### config.mk
export PLATFORM = sky130hd
export DESIGN_NAME = uscf_top
export DESIGN_NICKNAME = d
export VERILOG_FILES = /design/src/design/uscf_pkg.sv /design/src/design/uscf_bit_timer.sv /design/src/design/uscf_top.sv
export SDC_FILE = /design/constraint.sdc
export NUM_CORES = 1
export LEC_CHECK = 0
export BUFFER_PORTS_ARGS = -buffer_cell sky130_fd_sc_hd__clkbuf_2
export CAP_MARGIN = 20
export CORE_ASPECT_RATIO = 1.5
export CORE_MARGIN = 10
export CORE_UTILIZATION = 60
export DETAILED_ROUTE_END_ITERATION = 12
export PLACE_DENSITY = 0.85
export SETUP_SLACK_MARGIN = 0.05
export SLEW_MARGIN = 20
export SYNTH_ARGS = -nofsm -noshare
export SYNTH_HDL_FRONTEND = slang
export SYNTH_HIERARCHICAL = 1
export SYNTH_SLANG_ARGS = --single-unit
### constraint.sdc
create_clock -name mclk -period 2.1 [get_ports mclk]
set_clock_uncertainty 0.05 [all_clocks]
set_input_delay 0.21 -clock mclk [delete_from_list [all_inputs] [get_ports mclk]]
set_output_delay 0.21 -clock mclk [all_outputs]
set_load 0.05 [all_outputs]
### src/design/uscf_pkg.sv
/*
 * uscf_pkg: constants shared by the serial port control flag block.
 * assumes a single 125 mhz system clock and a byte-wide register port.
 */
package uscf_pkg;
    // ========================================================
    // register map
    localparam logic [1:0] ADDR_CONTROL = 2'h0;
    localparam logic [1:0] ADDR_DATA = 2'h1;
    localparam logic [1:0] ADDR_IRQ_STATUS = 2'h2;
    localparam logic [1:0] ADDR_IRQ_MASK = 2'h3;
    // ========================================================
    // control register fields
    localparam int BIT_RX_DONE = 0;
    localparam int BIT_TX_DONE = 1;
    localparam int BIT_RX_NINTH = 2;
    localparam int BIT_TX_NINTH = 3;
    localparam int BIT_RX_ENABLE = 4;
    localparam int BIT_MULTIPROC = 5;
    localparam int BIT_NINE_BIT = 7;
    localparam logic [7:0] CONTROL_RESET = 8'h00;
    localparam logic [7:0] MASK_RESET = 8'h00;
    // interrupt status bits
    localparam int IRQ_RX = 0;
    localparam int IRQ_TX = 1;
    // ========================================================
    // timing
    localparam int CLK_HZ = 125000000;
    localparam int BAUD = 115200;
    localparam logic [15:0] BIT_CYCLES = 16'(CLK_HZ / BAUD);
    localparam logic [15:0] HALF_CYCLES = 16'(CLK_HZ / BAUD / 2);
    localparam int STREAM_BITS = 12;
endpackage

### src/design/uscf_bit_timer.sv
/*
 * uscf_bit_timer: bit period divider giving one-cycle enable pulses.
 * assumes the start input is a one-cycle pulse on mclk.
 */
`timescale 1ns/1ps
module uscf_bit_timer (
    input wire logic mclk,
    input wire logic reset,
    input wire logic run,
    input wire logic restart_half,
    output logic tick
);
    import uscf_pkg::*;
    logic [15:0] count;

    // ========================================================
    // divider: restart_half loads half a bit so ticks land mid bit
    always_ff @(posedge mclk) begin
        // restart outranks the idle reload: the receiver arms the timer while still idle
        if (reset) begin
            count <= BIT_CYCLES - 16'h0001;
            tick <= 1'b0;
        end else if (restart_half) begin
            count <= HALF_CYCLES - 16'h0001;
            tick <= 1'b0;
        end else if (!run) begin
            count <= BIT_CYCLES - 16'h0001;
            tick <= 1'b0;
        end else if (count == 16'h0000) begin
            count <= BIT_CYCLES - 16'h0001;
            tick <= 1'b1;
        end else begin
            count <= count - 16'h0001;
            tick <= 1'b0;
        end
    end
endmodule

### src/design/uscf_top.sv
/*
 * uscf_top: serial port control and status flags with a minimal frame engine.
 * assumes a cpu on a plain strobe port on mclk; rxd arrives asynchronously.
 */
// The address map and the strobed register port are this design's own decisions.
// Overview of operation
// - mp 9-bit: flag only when ninth bit 1
// - rx enable bit 4 gates receiver
// - 9-bit sends tx ninth bit; 8-bit ignores
// - rx ninth bit: stop bit or ninth bit
// - tx done after bit 8 / at stop
// - set tx done requests interrupt
// - tx done cleared only by software
// - rx done set at stop sampling
// - rx done interrupts, held until cleared
// - mp off: ninth bit level ignored
// - 8-bit mp: flag only if stop 1
`timescale 1ns/1ps
module uscf_top (
    input wire logic mclk,
    input wire logic reset,
    input wire logic [1:0] addr,
    input wire logic [7:0] wdata,
    input wire logic wr_en,
    input wire logic rd_en,
    output logic [7:0] rdata,
    input wire logic rxd,
    output logic txd,
    output logic irq
);
    import uscf_pkg::*;

    typedef enum {TX_IDLE, TX_SHIFT} uscf_tx_state_t;
    typedef enum {RX_IDLE, RX_START, RX_SHIFT} uscf_rx_state_t;

    logic [7:0] serial_port_control;
    logic [7:0] irq_mask;
    logic [7:0] rx_data;
    logic [1:0] irq_status;
    logic rxd_meta, rxd_sync;
    uscf_tx_state_t tx_state;
    uscf_rx_state_t rx_state;
    logic [10:0] tx_shift;
    logic [3:0] tx_count, rx_count;
    logic [8:0] rx_shift;
    logic tx_tick, rx_tick, rx_restart;
    logic tx_done_set, rx_done_set, rx_frame_end;
    logic nine_bit, rx_accept;
    logic [3:0] tx_last, rx_last;

    function automatic logic wr_hit(input logic [1:0] a);
        return wr_en && addr == a;
    endfunction

    assign nine_bit = serial_port_control[BIT_NINE_BIT];
    assign tx_last = nine_bit ? 4'ha : 4'h9;
    assign rx_last = nine_bit ? 4'h9 : 4'h8;

    // ========================================================
    // input synchroniser
    always_ff @(posedge mclk) begin
        if (reset) begin
            rxd_meta <= 1'b1;
            rxd_sync <= 1'b1;
        end else begin
            rxd_meta <= rxd;
            rxd_sync <= rxd_meta;
        end
    end

    // ========================================================
    // transmitter: a data write starts a frame
    uscf_bit_timer u_tx_timer (
        .mclk(mclk),
        .reset(reset),
        .run(tx_state == TX_SHIFT),
        .restart_half(1'b0),
        .tick(tx_tick)
    );

    always_ff @(posedge mclk) begin
        if (reset) begin
            tx_state <= TX_IDLE;
            tx_shift <= 11'h7ff;
            tx_count <= 4'h0;
        end else begin
            case (tx_state)
                TX_IDLE: begin
                    if (wr_hit(ADDR_DATA)) begin
                        // frame lsb first: start, data, ninth (9-bit only), stop
                        if (nine_bit) begin
                            tx_shift <= {1'b1, serial_port_control[BIT_TX_NINTH], wdata,
                                1'b0};
                        end else begin
                            tx_shift <= {2'b11, wdata, 1'b0};
                        end
                        tx_count <= 4'h0;
                        tx_state <= TX_SHIFT;
                    end
                end
                TX_SHIFT: begin
                    if (tx_tick) begin
                        tx_shift <= {1'b1, tx_shift[10:1]};
                        tx_count <= tx_count + 4'h1;
                        if (tx_count == tx_last) begin
                            tx_state <= TX_IDLE;
                        end
                    end
                end
                default: tx_state <= TX_IDLE;
            endcase
        end
    end

    always_ff @(posedge mclk) begin
        if (reset) begin
            txd <= 1'b1;
        end else begin
            txd <= (tx_state == TX_SHIFT) ? tx_shift[0] : 1'b1;
        end
    end

    // tick ending bit 8 data (8-bit) or ninth bit, i.e. stop bit begins
    assign tx_done_set = tx_state == TX_SHIFT && tx_tick
        && tx_count == (tx_last - 4'h1);

    // ========================================================
    // receiver
    uscf_bit_timer u_rx_timer (
        .mclk(mclk),
        .reset(reset),
        .run(rx_state != RX_IDLE),
        .restart_half(rx_restart),
        .tick(rx_tick)
    );

    assign rx_restart = rx_state == RX_IDLE && !rxd_sync
        && serial_port_control[BIT_RX_ENABLE];

    always_ff @(posedge mclk) begin
        if (reset) begin
            rx_state <= RX_IDLE;
            rx_shift <= 9'h000;
            rx_count <= 4'h0;
        end else begin
            case (rx_state)
                RX_IDLE: begin
                    if (rx_restart) begin
                        rx_state <= RX_START;
                    end
                end
                RX_START: begin
                    if (rx_tick) begin
                        // a start glitch back to high is dropped
                        rx_state <= rxd_sync ? RX_IDLE : RX_SHIFT;
                        rx_count <= 4'h0;
                    end
                end
                RX_SHIFT: begin
                    if (rx_tick) begin
                        rx_shift <= {rxd_sync, rx_shift[8:1]};
                        rx_count <= rx_count + 4'h1;
                        if (rx_count == rx_last) begin
                            rx_state <= RX_IDLE;
                        end
                    end
                end
                default: rx_state <= RX_IDLE;
            endcase
        end
    end

    // stop bit sampled now in both modes; in 9-bit mode the ninth bit was sampled one tick earlier
    assign rx_frame_end = rx_state == RX_SHIFT && rx_tick && rx_count == rx_last;
    // sampled value rxd_sync is the stop bit (8-bit) or the stop of 9-bit frame
    // in 9-bit mode the ninth bit is rx_shift[8] at this edge
    assign rx_accept = !serial_port_control[BIT_MULTIPROC]
        || (nine_bit ? rx_shift[8] : rxd_sync);
    assign rx_done_set = rx_frame_end && rx_accept
        && serial_port_control[BIT_RX_ENABLE];

    // ========================================================
    // control register: set beats software clear
    always_ff @(posedge mclk) begin
        if (reset) begin
            serial_port_control <= CONTROL_RESET;
        end else begin
            if (wr_hit(ADDR_CONTROL)) begin
                serial_port_control <= wdata;
            end
            if (tx_done_set) begin
                serial_port_control[BIT_TX_DONE] <= 1'b1;
            end
            if (rx_done_set) begin
                serial_port_control[BIT_RX_DONE] <= 1'b1;
                serial_port_control[BIT_RX_NINTH] <= nine_bit ? rx_shift[8] : rxd_sync;
            end
        end
    end

    always_ff @(posedge mclk) begin
        if (reset) begin
            rx_data <= 8'h00;
        end else if (rx_done_set) begin
            rx_data <= nine_bit ? rx_shift[7:0] : rx_shift[8:1];
        end
    end

    // ========================================================
    // interrupt status: sticky, write one to clear, set wins
    always_ff @(posedge mclk) begin
        if (reset) begin
            irq_status <= 2'h0;
        end else begin
            if (wr_hit(ADDR_IRQ_STATUS)) begin
                irq_status <= irq_status & ~wdata[1:0];
            end
            if (tx_done_set) begin
                irq_status[IRQ_TX] <= 1'b1;
            end
            if (rx_done_set) begin
                irq_status[IRQ_RX] <= 1'b1;
            end
        end
    end

    always_ff @(posedge mclk) begin
        if (reset) begin
            irq_mask <= MASK_RESET;
        end else if (wr_hit(ADDR_IRQ_MASK)) begin
            irq_mask <= wdata;
        end
    end

    // line follows the live flags so it drops once software clears them
    assign irq = |(irq_status & irq_mask[1:0]
        & {serial_port_control[BIT_TX_DONE], serial_port_control[BIT_RX_DONE]});

    // ========================================================
    // read port
    always_ff @(posedge mclk) begin
        if (reset) begin
            rdata <= 8'h00;
        end else if (rd_en) begin
            if (addr == ADDR_CONTROL) begin
                rdata <= serial_port_control;
            end else if (addr == ADDR_DATA) begin
                rdata <= rx_data;
            end else if (addr == ADDR_IRQ_STATUS) begin
                rdata <= {6'h00, irq_status};
            end else begin
                rdata <= irq_mask;
            end
        end else begin
            rdata <= 8'h00;
        end
    end

    // ========================================================
    // checks
    property p_tx_sticky;
        @(posedge mclk) disable iff (reset)
        $fell(serial_port_control[BIT_TX_DONE]) |-> $past(wr_en) && $past(addr) == ADDR_CONTROL;
    endproperty
    a_tx_sticky: assert property (p_tx_sticky) else $error("tx done cleared by hw");

    property p_rx_sticky;
        @(posedge mclk) disable iff (reset)
        $fell(serial_port_control[BIT_RX_DONE]) |-> $past(wr_en) && $past(addr) == ADDR_CONTROL;
    endproperty
    a_rx_sticky: assert property (p_rx_sticky) else $error("rx done cleared by hw");

    property p_tx_set;
        @(posedge mclk) disable iff (reset)
        tx_done_set |=> serial_port_control[BIT_TX_DONE] ##0 irq_status[IRQ_TX];
    endproperty
    a_tx_set: assert property (p_tx_set) else $error("tx done not set");

    property p_rx_set;
        @(posedge mclk) disable iff (reset)
        rx_done_set |=> serial_port_control[BIT_RX_DONE];
    endproperty
    a_rx_set: assert property (p_rx_set) else $error("rx done not set");

    property p_mp_filter;
        @(posedge mclk) disable iff (reset)
        rx_frame_end && serial_port_control[BIT_MULTIPROC] && nine_bit && !rx_shift[8]
            |-> !rx_done_set;
    endproperty
    a_mp_filter: assert property (p_mp_filter) else $error("mp frame flagged");

    property p_mp_stop;
        @(posedge mclk) disable iff (reset)
        rx_frame_end && serial_port_control[BIT_MULTIPROC] && !nine_bit && !rxd_sync
            |-> !rx_done_set;
    endproperty
    a_mp_stop: assert property (p_mp_stop) else $error("bad stop flagged");

    property p_rx_off;
        @(posedge mclk) disable iff (reset)
        !serial_port_control[BIT_RX_ENABLE] && rx_state == RX_IDLE |=> rx_state == RX_IDLE;
    endproperty
    a_rx_off: assert property (p_rx_off) else $error("receiver ran while off");

    property p_irq;
        @(posedge mclk) disable iff (reset)
        serial_port_control[BIT_TX_DONE] && irq_status[IRQ_TX] && irq_mask[IRQ_TX] |-> irq;
    endproperty
    a_irq: assert property (p_irq) else $error("irq missing");

    property p_no_mp;
        @(posedge mclk) disable iff (reset)
        rx_frame_end && !serial_port_control[BIT_MULTIPROC]
            && serial_port_control[BIT_RX_ENABLE] |-> rx_done_set;
    endproperty
    a_no_mp: assert property (p_no_mp) else $error("frame dropped");

    c_tx: cover property (@(posedge mclk) tx_done_set);
    c_rx: cover property (@(posedge mclk) rx_done_set && nine_bit);
    c_irq: cover property (@(posedge mclk) $rose(irq));
endmodule

* After elaboration in Yosys (flattened, before gate mapping) *
Cells that the tools add are included.

word-level totals
  output and inout bits = 10
  memory bits (read-only) = 0
  RAM bits = 0
  bits in latches = 0
  logic and storage cells = 130
  input bits = 15
  register bits after elaboration = 163
  memories = 0

operators by class
  reductions and logical operators = 39
  div/mod/pow operators = 0
  $mul = 0
  shift-type cells = 0
  $lt $le $gt $ge = 0
  add/sub/neg operators = 5
  bitwise gates (word level) = 7
  multiplexer cells = 39
  equality and inequality tests = 18

operators by type and width
  cell                     count
  $mux W32                 7
  $logic_not A32 Y1        3
  $pmux W32 S3             1
  $eq A32 B1 Y1 const B    2
  $eq A32 B2 Y1 const B    2
  $pmux W32 S2             1
  $mux W11                 5
  $eq A32 B3 Y1 const B    1
  $logic_not A16 Y1        2
  $mux W8                  4
  $reduce_bool A32 Y1      1
  $sub A16 B1 Y16 const B  2
  $pmux W11 S2             1
  $mux W4                  4
  $pmux W4 S2              2
  $eq A4 B4 Y1             3
  $logic_and A1 B1 Y1      12
  $reduce_bool A2 Y1       6
  $mux W10                 1
  $mux W1                  9
  $reduce_and A3 Y1        3
  $add A4 B1 Y4 const B    2
  $ne A2 B2 Y1 const B     4
  $and A2 B2 Y2            3
  other kinds (16)         27

* Longest topological paths before layout *
Gate-level depths: netlist of the first run.

  word-level depth = 6
  mapped depth = 7
  depth with buffers taken out = 6

* By module *
The synthesis of the first run kept the hierarchy.

by module, submodules not included
  module          seq. area each (um^2)  cells each  instances  area each (um^2)
  uscf_top        1,341.3                326         1          3,040.4
  uscf_bit_timer  340.3                  82          2          748.2

* Worst setup path after synthesis of the first run *
Ideal clock, no wire load.

  path type = reg2reg
  from = reg rx_count[1]
  to = reg rx_data[6]
  required time = 1,971 ps
  library setup time = 79 ps
  buffers on the path = 1
  clock period less this slack = 1,682 ps
  path slack = 418 ps
  cell stages (with the launch flop) = 6
  arrival time = 1,553 ps
  path through = dfxtp_1 > or3b_4 > a2111oi_4 > buf_6 > nor2_1 > a211oi_2

on the way
  cells in the longest elaborated chain, start to end = 4

ends and longest elaborated chain
  element                 line             text
  from (decl)             uscf_top.sv:44   logic [3:0] tx_count, rx_count;
  from (signal assigned)  uscf_top.sv:162  rx_count <= rx_count + 4'h1;
  $eq A4 B4 Y1            uscf_top.sv:174  assign rx_frame_end = rx_state == RX_SHIFT && rx_tick && rx_count == rx_last;
  $logic_and A1 B1 Y1     uscf_top.sv:174
  $logic_and A1 B1 Y1     uscf_top.sv:179  assign rx_done_set = rx_frame_end && rx_accept
  $logic_and A1 B1 Y1     uscf_top.sv:180  && serial_port_control[BIT_RX_ENABLE];
  to (signal assigned)    uscf_top.sv:205  rx_data <= nine_bit ? rx_shift[7:0] : rx_shift[8:1];
  to (decl)               uscf_top.sv:38   logic [7:0] rx_data;

No other way between the ends.
A chain may end at the register's enable or synchronous reset.

* Worst setup path in the final report of the first run *
  from = reg u_tx_timer.count[0]
  to = reg u_tx_timer.count[14]

on the way
  cells in the longest elaborated chain, start to end = 2
  elaborated cells between the ends (all ways) = 3
  classes of those cells = add/sub (1); reduce/logical (2)

ends and longest elaborated chain
  element                                                                  line                  text
  from (decl)                                                              uscf_bit_timer.sv:14  logic [15:0] count;
  from (signal assigned)                                                   uscf_bit_timer.sv:21  count <= BIT_CYCLES - 16'h0001;
  from (signal assigned)                                                   uscf_bit_timer.sv:24  count <= HALF_CYCLES - 16'h0001;
  from (signal assigned)                                                   uscf_bit_timer.sv:27  count <= BIT_CYCLES - 16'h0001;
  parallel branches: the longest is 2 deep, another holds $sub A16 B1 Y16  -

Several ways; the timed one is not identified.

==> metrics list, run 1 <==
- Synth Warn #: 6
- The H-tree was split into 3 levels.
- Switching power: 0.0007914 W
- Total half-perimeter wirelength after legalization and detailed placement: 6745 um
- Post-DRT Antenna Nets: 0
* Crit path time final: 1.812 ns
- Counting flops and latches in the post-synthesis netlist gives 101.
* IR drop worst, VDD: 0.4460 mV
- The first TritonRoute pass finished after 4 iterations.
* Dominant combinational cell family by area after synthesis: simple AND/OR/NAND/NOR gates
* Setup slack of the most critical reg-to-reg path: 0.29 ns
- Worst endpoint required time: 2.35 ns
* Number of antenna violations at the first check in global routing: 0
- Number of flops mapped to enable cells by yosys: 0
- Count of final hold-check violations: 0
* Number of buffers on the longest clock path: 2
- The detailed router finished its first iteration with 167 violations.
* Synthesized-area fraction occupied by adder cells: 1.103%
* Core area: 0.007322 mm^2
- After Yosys synthesis, XOR and XNOR cells account for 3.475% of the synthesized area.
* GP Congestion: 0.8514
* Via count normalized by instance count: 5.676
* Clock power frac: 34.6%
- Hold is met by 0.06277 ns.
* Residual DRC: 0
- Area growth from synthesis to layout: 9.377%
* Fraction of registers with async set/reset: 0%
- Logic depth of the worst register-to-register path: 6
- Number of buffers added by the clock tree synthesis step: 9
- The startpoint identified for the worst register-to-register timing path is u_tx_timer/count[0].
- For this run, the leading register cell type out of synthesis is dfxtp_1.
* # IOs: 25
* Crit end category: flip-flop
* Placed Instance Area: 0.004763 mm^2
- Summing the areas of all compound-gate instances in the mapped netlist gives 11.86% of the synthesized area.
* Net Sw Frac: 23.91%
- Largest net degree at the start of global routing: 35
* Count of mapped cells out of synthesis: 490
- Clk pin slew, worst setup/hold paths: 0.09 ns
- Clock root buffer: clkbuf_8
* Delay of the slowest cell on the worst path: 0.44 ns
* Register share of total power: 59.4%
- Critical path buffer and inverter count: 1
- Of the post-synthesis cell area, the part taken by muxes is 12.36%.
- The die covers 0.01151 mm^2.
* Cell family with the largest share of critical-path delay: simple AND/OR/NAND/NOR gates
- The startpoint identified for the worst hold timing path is wdata[0].
* Count of different cell masters after synthesis: 55
- The run finished with clean final reports.
- The endpoint identified for the worst register-to-register timing path is u_tx_timer/count[14].
* Area fraction in and, or, nand and nor cells after synthesis: 23.17%
- Static timing analysis puts the maximum clock frequency at 552.0 MHz.
* Floorplan die width: 91 um
- For the pin with the worst max-slew slack, the measured transition is 0.5970 ns.
- Measured on the finished design, the core utilization comes to 67.77%.
* Internal power summed over all cells: 0.002519 W
- Leakage power: 1.723 nW
* Post-synth design cell area: 0.004537 mm^2
* Starting density of the core: 61.96%
- Along the worst path, the maximum fanout reaches 5.
- Combined area of the multi-input logic cells: 0.002375 mm^2
- From bottom edge to top edge, the die measures 126.5 um.
- Max Slew Vio Count: 0
- Summing the sequential cell areas from Yosys gives 44.57% of the chip area.
- Part of the power in combinational logic: 5.9%
* Cell-by-cell trace of the critical path: inv_1, ha_1, nor2b_1, nand4_2, or4_1, a21oi_1
* Sum of negative setup slack: 0 ns
* Layout fillers: 607
* Source-to-sink clock delay at the later pin of the worst-skew pair: 0.37 ns
- The worst path uses 86.27% of the clock period.
* Average footprint of a synthesized cell: 9.259 um^2
* Relative slew slack: 59.89%
- Type of the worst setup path: reg2reg
- Registers take 0.002022 mm^2.
* Total number of placement rows: 38
- The count of buffers added on input and output ports is 24.
- Via count of the first global-routing pass: 3451
* Post-layout net count: 537
* Global-route wire length before repair: 15090 um
- STA classifies the critical path startpoint as a flip-flop.
* Clock tree from TritonCTS: done
* Final std cell area, no fill: 0.004962 mm^2
- Class of the most critical hold timing path: in2reg
* Antenna diodes: 0
* Min-Delay Endpoint: irq_mask[0]
- Dividing the detail-routed wire length by the instance count gives 14.60 um.
- Global routing consumed, over all layers together, 15.74% of the routing resources.
- Slowest stage cell, crit path: or4_1
- The final route contains 3536 vias.
- Final-report setup violation count: 0
* Share of cells above drive strength 1: 14.53%
- The total overflow left after global routing is 0.
* Hold Path Depth: 3
* CTS sink count: 101
- Wires add up to 9094 um.
- Max capacitance violation total: 0
- Arrival time at the worst endpoint: 2.06 ns
* Setup repair after global routing missed its margin: false
- Dividing total power by cell area gives a power density of 667.2 mW/mm^2.
==> state kept, by name, summed over array words and instances (netlist names), 4 cells and up <==
signal               flops
rx_shift                 9
rx_count                 4
rdata                    8
u_tx_timer/count        16
serial_port_control      8
irq_mask                 8
tx_shift                10
u_rx_timer/count        16
rx_data                  8
tx_count                 4
==> worst max path at each step <==
stage	cells past startpoint	to	from
6_report	6	u_tx_timer/count[14]	u_tx_timer/count[0]
5_1_grt	6	u_rx_timer/count[4]	rx_state[0]
4_1_cts	6	u_tx_timer/count[14]	u_tx_timer/count[0]
3_5_place_dp	6	u_tx_timer/count[14]	u_tx_timer/count[0]
3_3_place_gp	6	u_tx_timer/count[14]	u_tx_timer/count[0]
2_1_floorplan	5	rx_data[6]	rx_count[1]
==> routing by layer <==
metal	up-vias	track usage, %	share of wire, %
met4	0	9.806	2.9
met3	17	2.597	3.2
met5	-	0	0
met1	1663	15.73	40
li1	1779	-	-
met2	77	29.37	54
==> power by group through the flow <==
| stage | Sequential, W | Clock, W | Combinational (W) |
|---|---|---|---|
| 2_1_floorplan | 0.00201 | 0 | 0.000141 |
| 3_3_place_gp | 0.00201 | 0 | 0.000187 |
| 3_5_place_dp | 0.00201 | 0 | 0.000193 |
| 4_1_cts | 0.00197 | 0.00118 | 0.000195 |
| 5_1_grt | 0.00197 | 0.00124 | 0.000214 |
| 6_report | 0.00197 | 0.00115 | 0.000195 |
==> Yosys cell counts, types with 7 or more instances <==
| master | count | area share [%] |
|---|---|---|
| nand3_1 | 18 | 2.0 |
| a211oi_1 | 7 | 1.2 |
| nor3_1 | 8 | 0.88 |
| mux2i_1 | 40 | 8.8 |
| mux2_2 | 7 | 1.7 |
| xor2_1 | 15 | 2.9 |
| nor2b_1 | 9 | 1.2 |
| nor2_1 | 63 | 5.2 |
| clkbuf_1 | 14 | 1.2 |
| nand2_1 | 29 | 2.4 |
| a21oi_1 | 38 | 4.2 |
| or3_1 | 10 | 1.4 |
| o21ai_0 | 16 | 1.8 |
| inv_1 | 11 | 0.91 |
| nand2b_1 | 22 | 3.0 |
| dfxtp_1 | 101 | 45 |
| nand4_1 | 7 | 0.97 |
==> area by class of cell <==
type / instances / share of cell area, %
inverters: 11 / 0.8321
clock buffers: 11 / 3.051
well taps: 100 / 2.521
clock inverters: 5 / 0.7060
flip-flops and latches: 101 / 40.75
multi-input cells: 359 / 47.86
repair buffers: 36 / 4.286
==> what timing repair did <==
action	CTS	global route
hold endpoints to repair	1	0
endpoints found under the setup margin	0	2
gates resized for setup	0	1
buffers inserted	0	0
hold buffers	1	0
==> kinds of logic (layout without fill, tap and decap cells) <==
group                      count (synthesis)  in the layout
xor gates and xnor gates                  18             18
other                                      1              4
and+or+nand+nor                          197            197
DFF                                      101            101
adders and majority gates                  4              4
buffers and inverters                     33             63
muxes                                     51             51
AOI/OAI and AO/OA                         85             85
==> worst min-delay path, stage by stage <==
cell and delay [ns]:
clkbuf_2 0.10, nand3_1 0.07, a21oi_1 0.05
==> placed cells by master, fill, tap and decap left out, drive strengths merged, types with 3 or more instances in the layout <==
cell type | synthesis | routed
nor2 | 64 | 64
a21oi | 38 | 38
dfxtp | 101 | 101
nand2 | 29 | 29
nand4b | 4 | 4
conb | 1 | 4
or4 | 3 | 3
nand3b | 4 | 4
nor3 | 8 | 8
inv | 11 | 11
clkbuf | 14 | 35
o21a | 3 | 3
nand4 | 9 | 9
ha | 4 | 4
a211oi | 9 | 9
nor3b | 4 | 4
o31ai | 3 | 3
or3 | 11 | 11
xnor2 | 3 | 3
clkinvlp | 0 | 4
a22oi | 4 | 4
nor4 | 5 | 5
nand2b | 22 | 22
buf | 8 | 11
xor2 | 15 | 15
nor2b | 9 | 9
o21ai | 16 | 16
nand3 | 18 | 18
mux2i | 42 | 42
mux2 | 7 | 7
==> metrics by stage <==
| step | setup WS, ns | cells | total power, W |
|---|---|---|---|
| floorplan | 0.4177 | 493 | 0.002150 |
| global placement | 0.3487 | 606 | 0.002199 |
| detailed placement | 0.2733 | 606 | 0.002206 |
| CTS | 0.2649 | 623 | 0.003339 |
| global route | 0.08447 | 623 | 0.003428 |
| finish | 0.2884 | 623 | 0.003311 |
Note: power is estimated with default switching activity, not from simulation.
==> run 2, diff against run 1 <==
--- a/config.mk
+++ b/config.mk
@@ -9,9 +9,9 @@
 export CAP_MARGIN = 20
 export CORE_ASPECT_RATIO = 1.5
 export CORE_MARGIN = 10
-export CORE_UTILIZATION = 60
+export CORE_UTILIZATION = 30
 export DETAILED_ROUTE_END_ITERATION = 12
-export PLACE_DENSITY = 0.85
+export PLACE_DENSITY = 0.51
 export SETUP_SLACK_MARGIN = 0.05
 export SLEW_MARGIN = 20
 export SYNTH_ARGS = -nofsm -noshare
==> run 2 against run 1 <==
Net effect: hold slack improved by 0.024 ns; combinational power up 3%; global-route usage is 6.3 points lower; sequential cell count stayed put; sequential share of layout area shrank 2.2 points; first-iteration DRC count fell by 16%; setup slack lost 0.023 ns; critical path depth unchanged; critical path type unchanged; largest cell class unchanged.
==> metrics list, run 2 (synthesis gave the netlist of run 1 again) <==
* Initial DRC count: 140
- Leaving out fill and tap cells, the most frequent cell in the layout is dfxtp_1.
* Post-placement setup slack: 0.3018 ns
- For the worst-skew pair, the clock arrives at the later sink with an insertion delay of 0.34 ns.
- The worst register-to-register path has a depth of 6.
- Post-layout net count: 542
- The filler cells instantiated in the layout total 1581.
* Share of cells above drive strength 1: 15.15%
- Entering global routing, the biggest net connects 48 pins.
- Worst endpoint required time: 2.32 ns
- The count of pins over their slew limit is 0.
- Slowest stage cell, crit path: or4_1
* Leakage power: 1.811 nW
- Antenna diodes: 0
- Arrival time at the worst endpoint: 2.05 ns
* Delay of the slowest cell on the worst path: 0.43 ns
* Clk pin slew, worst setup/hold paths: 0.07 ns
- Setup slack on the critical path of the routed design comes to 0.2650 ns.
- From synthesis to final layout, the design area changed by 15.58%.
* Most frequent cells in the layout: 101 x dfxtp_1, 63 x nor2_1, 40 x mux2i_1, 38 x a21oi_1, 29 x nand2_1
* Endpoint of the lowest-slack register-to-register path: u_rx_timer/count[14]
- In this run the register-to-register setup slack is 0.26 ns.
- Die area: 0.02054 mm^2
- The clock passes through at most 2 buffers.
- The number of gates resized after CTS was 0.
- Along the worst hold path, the cell count comes to 3.
- Count of final hold-check violations: 0
- Residual DRC: 0
- Across all layers, the routed design uses 3499 vias.
* Clock root buffer: clkbuf_16
- The count of nets left with antenna violations once routing finished came out at 0.
- At the pin with the least slew margin, the transition time is 0.5265 ns.
* Number of buffers added by the clock tree synthesis step: 9
- Setup repair after global routing missed its margin: false
* Core area: 0.01500 mm^2
* Core occupancy in the finished layout: 34.95%
- Summed over all nets, the half-perimeter wirelength after detailed placement is 7146 um.
- Number of antenna violations at the first check in global routing: 0
- CP max FO: 5
* Relative slew slack: 64.86%
- Combined flip-flop and latch cell area: 0.002022 mm^2
* Top achievable clock speed: 545.0 MHz
- The H-tree generated during clock tree synthesis spans 3 levels.
* Starting density of the core: 30.24%
* GP Congestion: 0.7798
* Total iterations of the first detailed-routing run: 4
- Via count normalized by instance count: 4.813
- Fraction of the cycle the final worst path needs: 87.38%
- Global routing finished with a remaining overflow of 0.
- Wires add up to 9556 um.
- Category of the worst setup path launch point: flip-flop
- Clock tree from TritonCTS: done
* Min-Delay Endpoint: irq_mask[1]
- Combined area of the multi-input logic cells: 0.002372 mm^2
- The via count of the first global-routing pass was 3479.
- STA classifies the critical path endpoint as a flip-flop.
* Global-route wire length before repair: 15960 um
- IR drop worst, VDD: 0.3458 mV
- After detailed routing, the average wire length per cell comes to 13.14 um.
* Total number of placement rows: 55
* Max capacitance violation total: 0
* R2R Path Start: u_rx_timer/count[0]
- After routing, the total negative slack on setup checks comes to 0 ns.
- The clock period could shrink to 1.835 ns.
* Number of port buffers: 24
- For this design the ratio of total power to cell area is 737.0 mW/mm^2.
- In this run the worst hold path is classified as in2reg.
- Final-report setup violation count: 0
- Top Registers: u_rx_timer/count: 16 flops, u_tx_timer/count: 16 flops, tx_shift: 10 flops
- # IOs: 25
* Hold Path Origin: wdata[1]
- The critical path is of the reg2reg type.
- Walking the worst path, the cells encountered are inv_1, ha_1, nor2b_1, nand4_2, or4_1, a21oi_1.
- Floorplan die width: 120.4 um
- Cell family with the largest share of critical-path delay: simple AND/OR/NAND/NOR gates
* CTS sink count: 101
- Outcome: finished, final reports clean
- The floorplan step set the die height to 170.6 um.
- Global Route Usage Sum: 9.405%
* Critical path buffer and inverter count: 1
run 2: cell types whose count changed in the layout (fill, tap and decap cells not counted), moves of 3 or more:
cell / delta
clkinv_4: +3
buf_4: +5
clkinvlp_4: -3
clkbuf_8: -11
clkbuf_16: +9
run 2: worst max path at each step:
stage,from,endpoint,slack [ns],depth (start not counted)
CTS,u_rx_timer/count[0],u_rx_timer/count[14],0.27,6
detailed placement,u_rx_timer/count[0],u_rx_timer/count[14],0.30,6
global route,rx_state[0],u_rx_timer/count[4],0.1,6
floorplan,rx_count[1],rx_data[6],0.42,5
global placement,u_rx_timer/count[0],u_rx_timer/count[14],0.31,6
finish,u_rx_timer/count[0],u_rx_timer/count[14],0.26,6
run 2: through the flow:
step | total power [W] | instance area [um^2] | hold WS (ns) | instances
floorplan | 0.002150 | 4548 | 0.2638 | 493
global placement | 0.002213 | 4925 | 0.3445 | 710
detailed placement | 0.002216 | 4925 | 0.3549 | 710
CTS | 0.003933 | 5244 | 0.07086 | 727
global route | 0.004021 | 5244 | 0.09257 | 727
finish | 0.003865 | 5244 | 0.08724 | 727
run 2: timing repair:
item                                   in CTS  in global routing
endpoints found under the hold margin       1                  0
hold buffers                                1                  0
setup buffers                               0                  0
run 2: worst min-delay path, cell delays in order:
cell	delay [ns]
clkbuf_2	0.10
nand3_1	0.06
a21oi_1	0.05
run 2: layout make-up:
| class | count | area share (%) |
|---|---|---|
| timing repair buffer | 41 | 4.772 |
| sequential | 101 | 38.56 |
| clock buffer | 9 | 4.295 |
| inverter | 11 | 0.7874 |
| multi-input combinational | 359 | 45.24 |
| tap | 199 | 4.748 |
| clock inverter | 7 | 1.599 |
run 2: power by group:
part | leakage [nW] | internal [W] | switching, W
clock | 0.148 | 0.000943 | 0.000752
sequential | 0.818 | 0.00194 | 0.0000255
combinational | 0.845 | 0.0000861 | 0.000115
total | 1.81 | 0.00297 | 0.000892
run 2: layer usage:
metal	global-route usage (%)	part of all wire, %	routed length, um
met4	5.632	3.0	286
met1	9.490	42	3982
met5	0	0	0
met2	17.37	52	5006
met3	1.814	2.9	281
==> run 3, diff against run 2 <==
--- a/config.mk
+++ b/config.mk
@@ -9,9 +9,9 @@
 export CAP_MARGIN = 20
 export CORE_ASPECT_RATIO = 1.5
 export CORE_MARGIN = 10
-export CORE_UTILIZATION = 30
+export CORE_UTILIZATION = 55
 export DETAILED_ROUTE_END_ITERATION = 12
-export PLACE_DENSITY = 0.51
+export PLACE_DENSITY = 0.79
 export SETUP_SLACK_MARGIN = 0.05
 export SLEW_MARGIN = 20
 export SYNTH_ARGS = -nofsm -noshare
==> run 3 against run 2 <==
Net effect: total power shrank 1.9%; final cell count shrank 13%; combinational power is essentially flat; sequential share of layout area grew 1.1 points; register-to-register slack lost 0.03 ns; largest power group unchanged.
==> metrics list, run 3 (synthesis gave the netlist of run 1 again) <==
* Outcome: finished, final reports clean
- Measured against its own limit, the worst slew margin works out to 63.88%.
* Final-report setup violation count: 0
- TritonCTS built the clock tree.
- H-tree depth: 3
* Leakage power: 1.800 nW
* CTS sink count: 101
- The first global-routing pass estimated 15950 um of wire.
* Number of buffers on the longest clock path: 2
* Core occupancy in the finished layout: 63.64%
- Category of the worst setup path launch point: flip-flop
- Antenna diodes: 0
* Detailed Route WL: 9299 um
- Total number of placement rows: 40
* Via count of the first global-routing pass: 3524
* Share of cells above drive strength 1: 14.86%
- Number of buffers added by the clock tree synthesis step: 9
* Top Registers: u_rx_timer/count: 16 flops, u_tx_timer/count: 16 flops, tx_shift: 10 flops
* Die Ht: 131.2 um
- The count of nets left with antenna violations once routing finished came out at 0.
- Core area: 0.008008 mm^2
- The critical path is of the reg2reg type.
- Post-CTS repair changed the size of 0 cells.
- The die covers 0.01236 mm^2.
- In this run the horizontal extent of the chip is 94.16 um.
- The path class of the tightest hold or removal check is in2reg.
- Dividing the detail-routed wire length by the instance count gives 14.76 um.
- In the global route stage, overall resource usage came out at 15.43%.
- Based on the critical path, the design can be clocked at up to 535.4 MHz.
* GP Congestion: 0.8615
- Commonest non-fill, non-tap cell in the layout: dfxtp_1
- Buffers added to address setup during post-CTS repair amount to 0.
- Buffers placed on the I/O ports in this run total 24.
- Placed Instance Area: 0.004805 mm^2
* Max capacitance violation total: 0
- The tightest hold path in the finished design has a slack of 0.005356 ns.
- Crit end category: flip-flop
- Sum of negative setup slack: 0 ns
* Setup repair after global routing missed its margin: false
- IR drop worst, VDD: 0.4555 mV
- The final hold violation count came to 0.
- Most frequent cells in the layout: 101 x dfxtp_1, 63 x nor2_1, 40 x mux2i_1, 38 x a21oi_1, 29 x nand2_1
- Worst endpoint required time: 2.32 ns
- Arrival time at the worst endpoint: 2.08 ns
* Area growth from synthesis to layout: 12.33%
- After clock tree synthesis, the clock-pin slew on the worst setup and hold paths is 0.06 ns.
* CTS hold repair buffers: 0
* Clock root buffer: clkbuf_16
* Overflow left after global routing: 0
- The net count of the finished layout is 539.
- With fillers left out, the area of the finished cells amounts to 0.005096 mm^2.
* Initial DRC count: 117
- Via count normalized by instance count: 5.586
* Fraction of the cycle the final worst path needs: 88.93%
* Power per Cell Area: 743.9 mW/mm^2
- Total half-perimeter wirelength after legalization and detailed placement: 6695 um
- The final route contains 3519 vias.
* Crit path time final: 1.868 ns
- For this design the top-level I/O count stands at 25.
- Residual DRC: 0
- Starting density of the core: 56.66%
- Along the worst path, the maximum fanout reaches 5.
- Entering global routing, the biggest net connects 53 pins.
- Slew @ Worst Pin: 0.5412 ns
* Source-to-sink clock delay at the later pin of the worst-skew pair: 0.35 ns
- The count of pins over their slew limit came to 0.
* Number of antenna violations at the first check in global routing: 0
- The first TritonRoute pass finished after 5 iterations.
-- run 3: changes by cell type in the layout (fill, tap and decap cells not counted), sizes merged --
cell,before,now
buf,16,14
clkinv,3,5
inv,13,11
dlygate4sd3,1,0
-- run 3: report_power, final --
group	switching [W]	internal [W]	leakage, nW
clock	0.000704	0.000916	0.145
combinational	0.000115	0.0000861	0.837
sequential	0.0000250	0.00194	0.818
total	0.000844	0.00295	1.80
-- run 3: critical path: stages, from the launching register on --
cell	delay, ns
dfxtp_1	0.32
inv_1	0.05
ha_1	0.18
nor2b_1	0.39
nand4_2	0.18
or4_1	0.44
a21oi_1	0.17
-- run 3: area by class of cell --
| type | instances | area, um^2 |
|---|---|---|
| Multi-Input combinational cell | 359 | 2372 |
| Fill cell | 672 | 2912 |
| Inverter | 11 | 41.29 |
| Tap cell | 105 | 131.4 |
| Timing Repair Buffer | 38 | 237.7 |
| Clock inverter | 7 | 66.31 |
| Sequential cell | 101 | 2022 |
| Clock buffer | 9 | 225.2 |
-- run 3: routing by layer --
| metal | up-vias | routed length [um] | track usage [%] |
|---|---|---|---|
| met5 | - | 0 | 0 |
| met4 | 0 | 214 | 7.034 |
| met3 | 15 | 332 | 3.991 |
| met2 | 50 | 4914 | 27.29 |
| met1 | 1667 | 3837 | 16.25 |
| li1 | 1787 | - | - |
-- run 3: worst paths after layout --
kind              cells after the start  slack [ns]                   end                start
hold reg to reg                       1        0.36              rxd_sync             rxd_meta
hold / removal                        2       0.005              rxd_meta                  rxd
setup / recovery                      6        0.23  u_tx_timer/count[14]  u_tx_timer/count[0]
setup reg to reg                      6        0.23  u_tx_timer/count[14]  u_tx_timer/count[0]
-- run 3: per-stage QoR --
stage / instances / setup slack [ns] / power, W
after floorplan: 493 / 0.4177 / 0.002150
after global placement: 614 / 0.3515 / 0.002207
after detailed placement: 614 / 0.2581 / 0.002212
after CTS: 630 / 0.2233 / 0.003818
after global routing: 630 / 0.05254 / 0.003920
final: 630 / 0.2324 / 0.003791
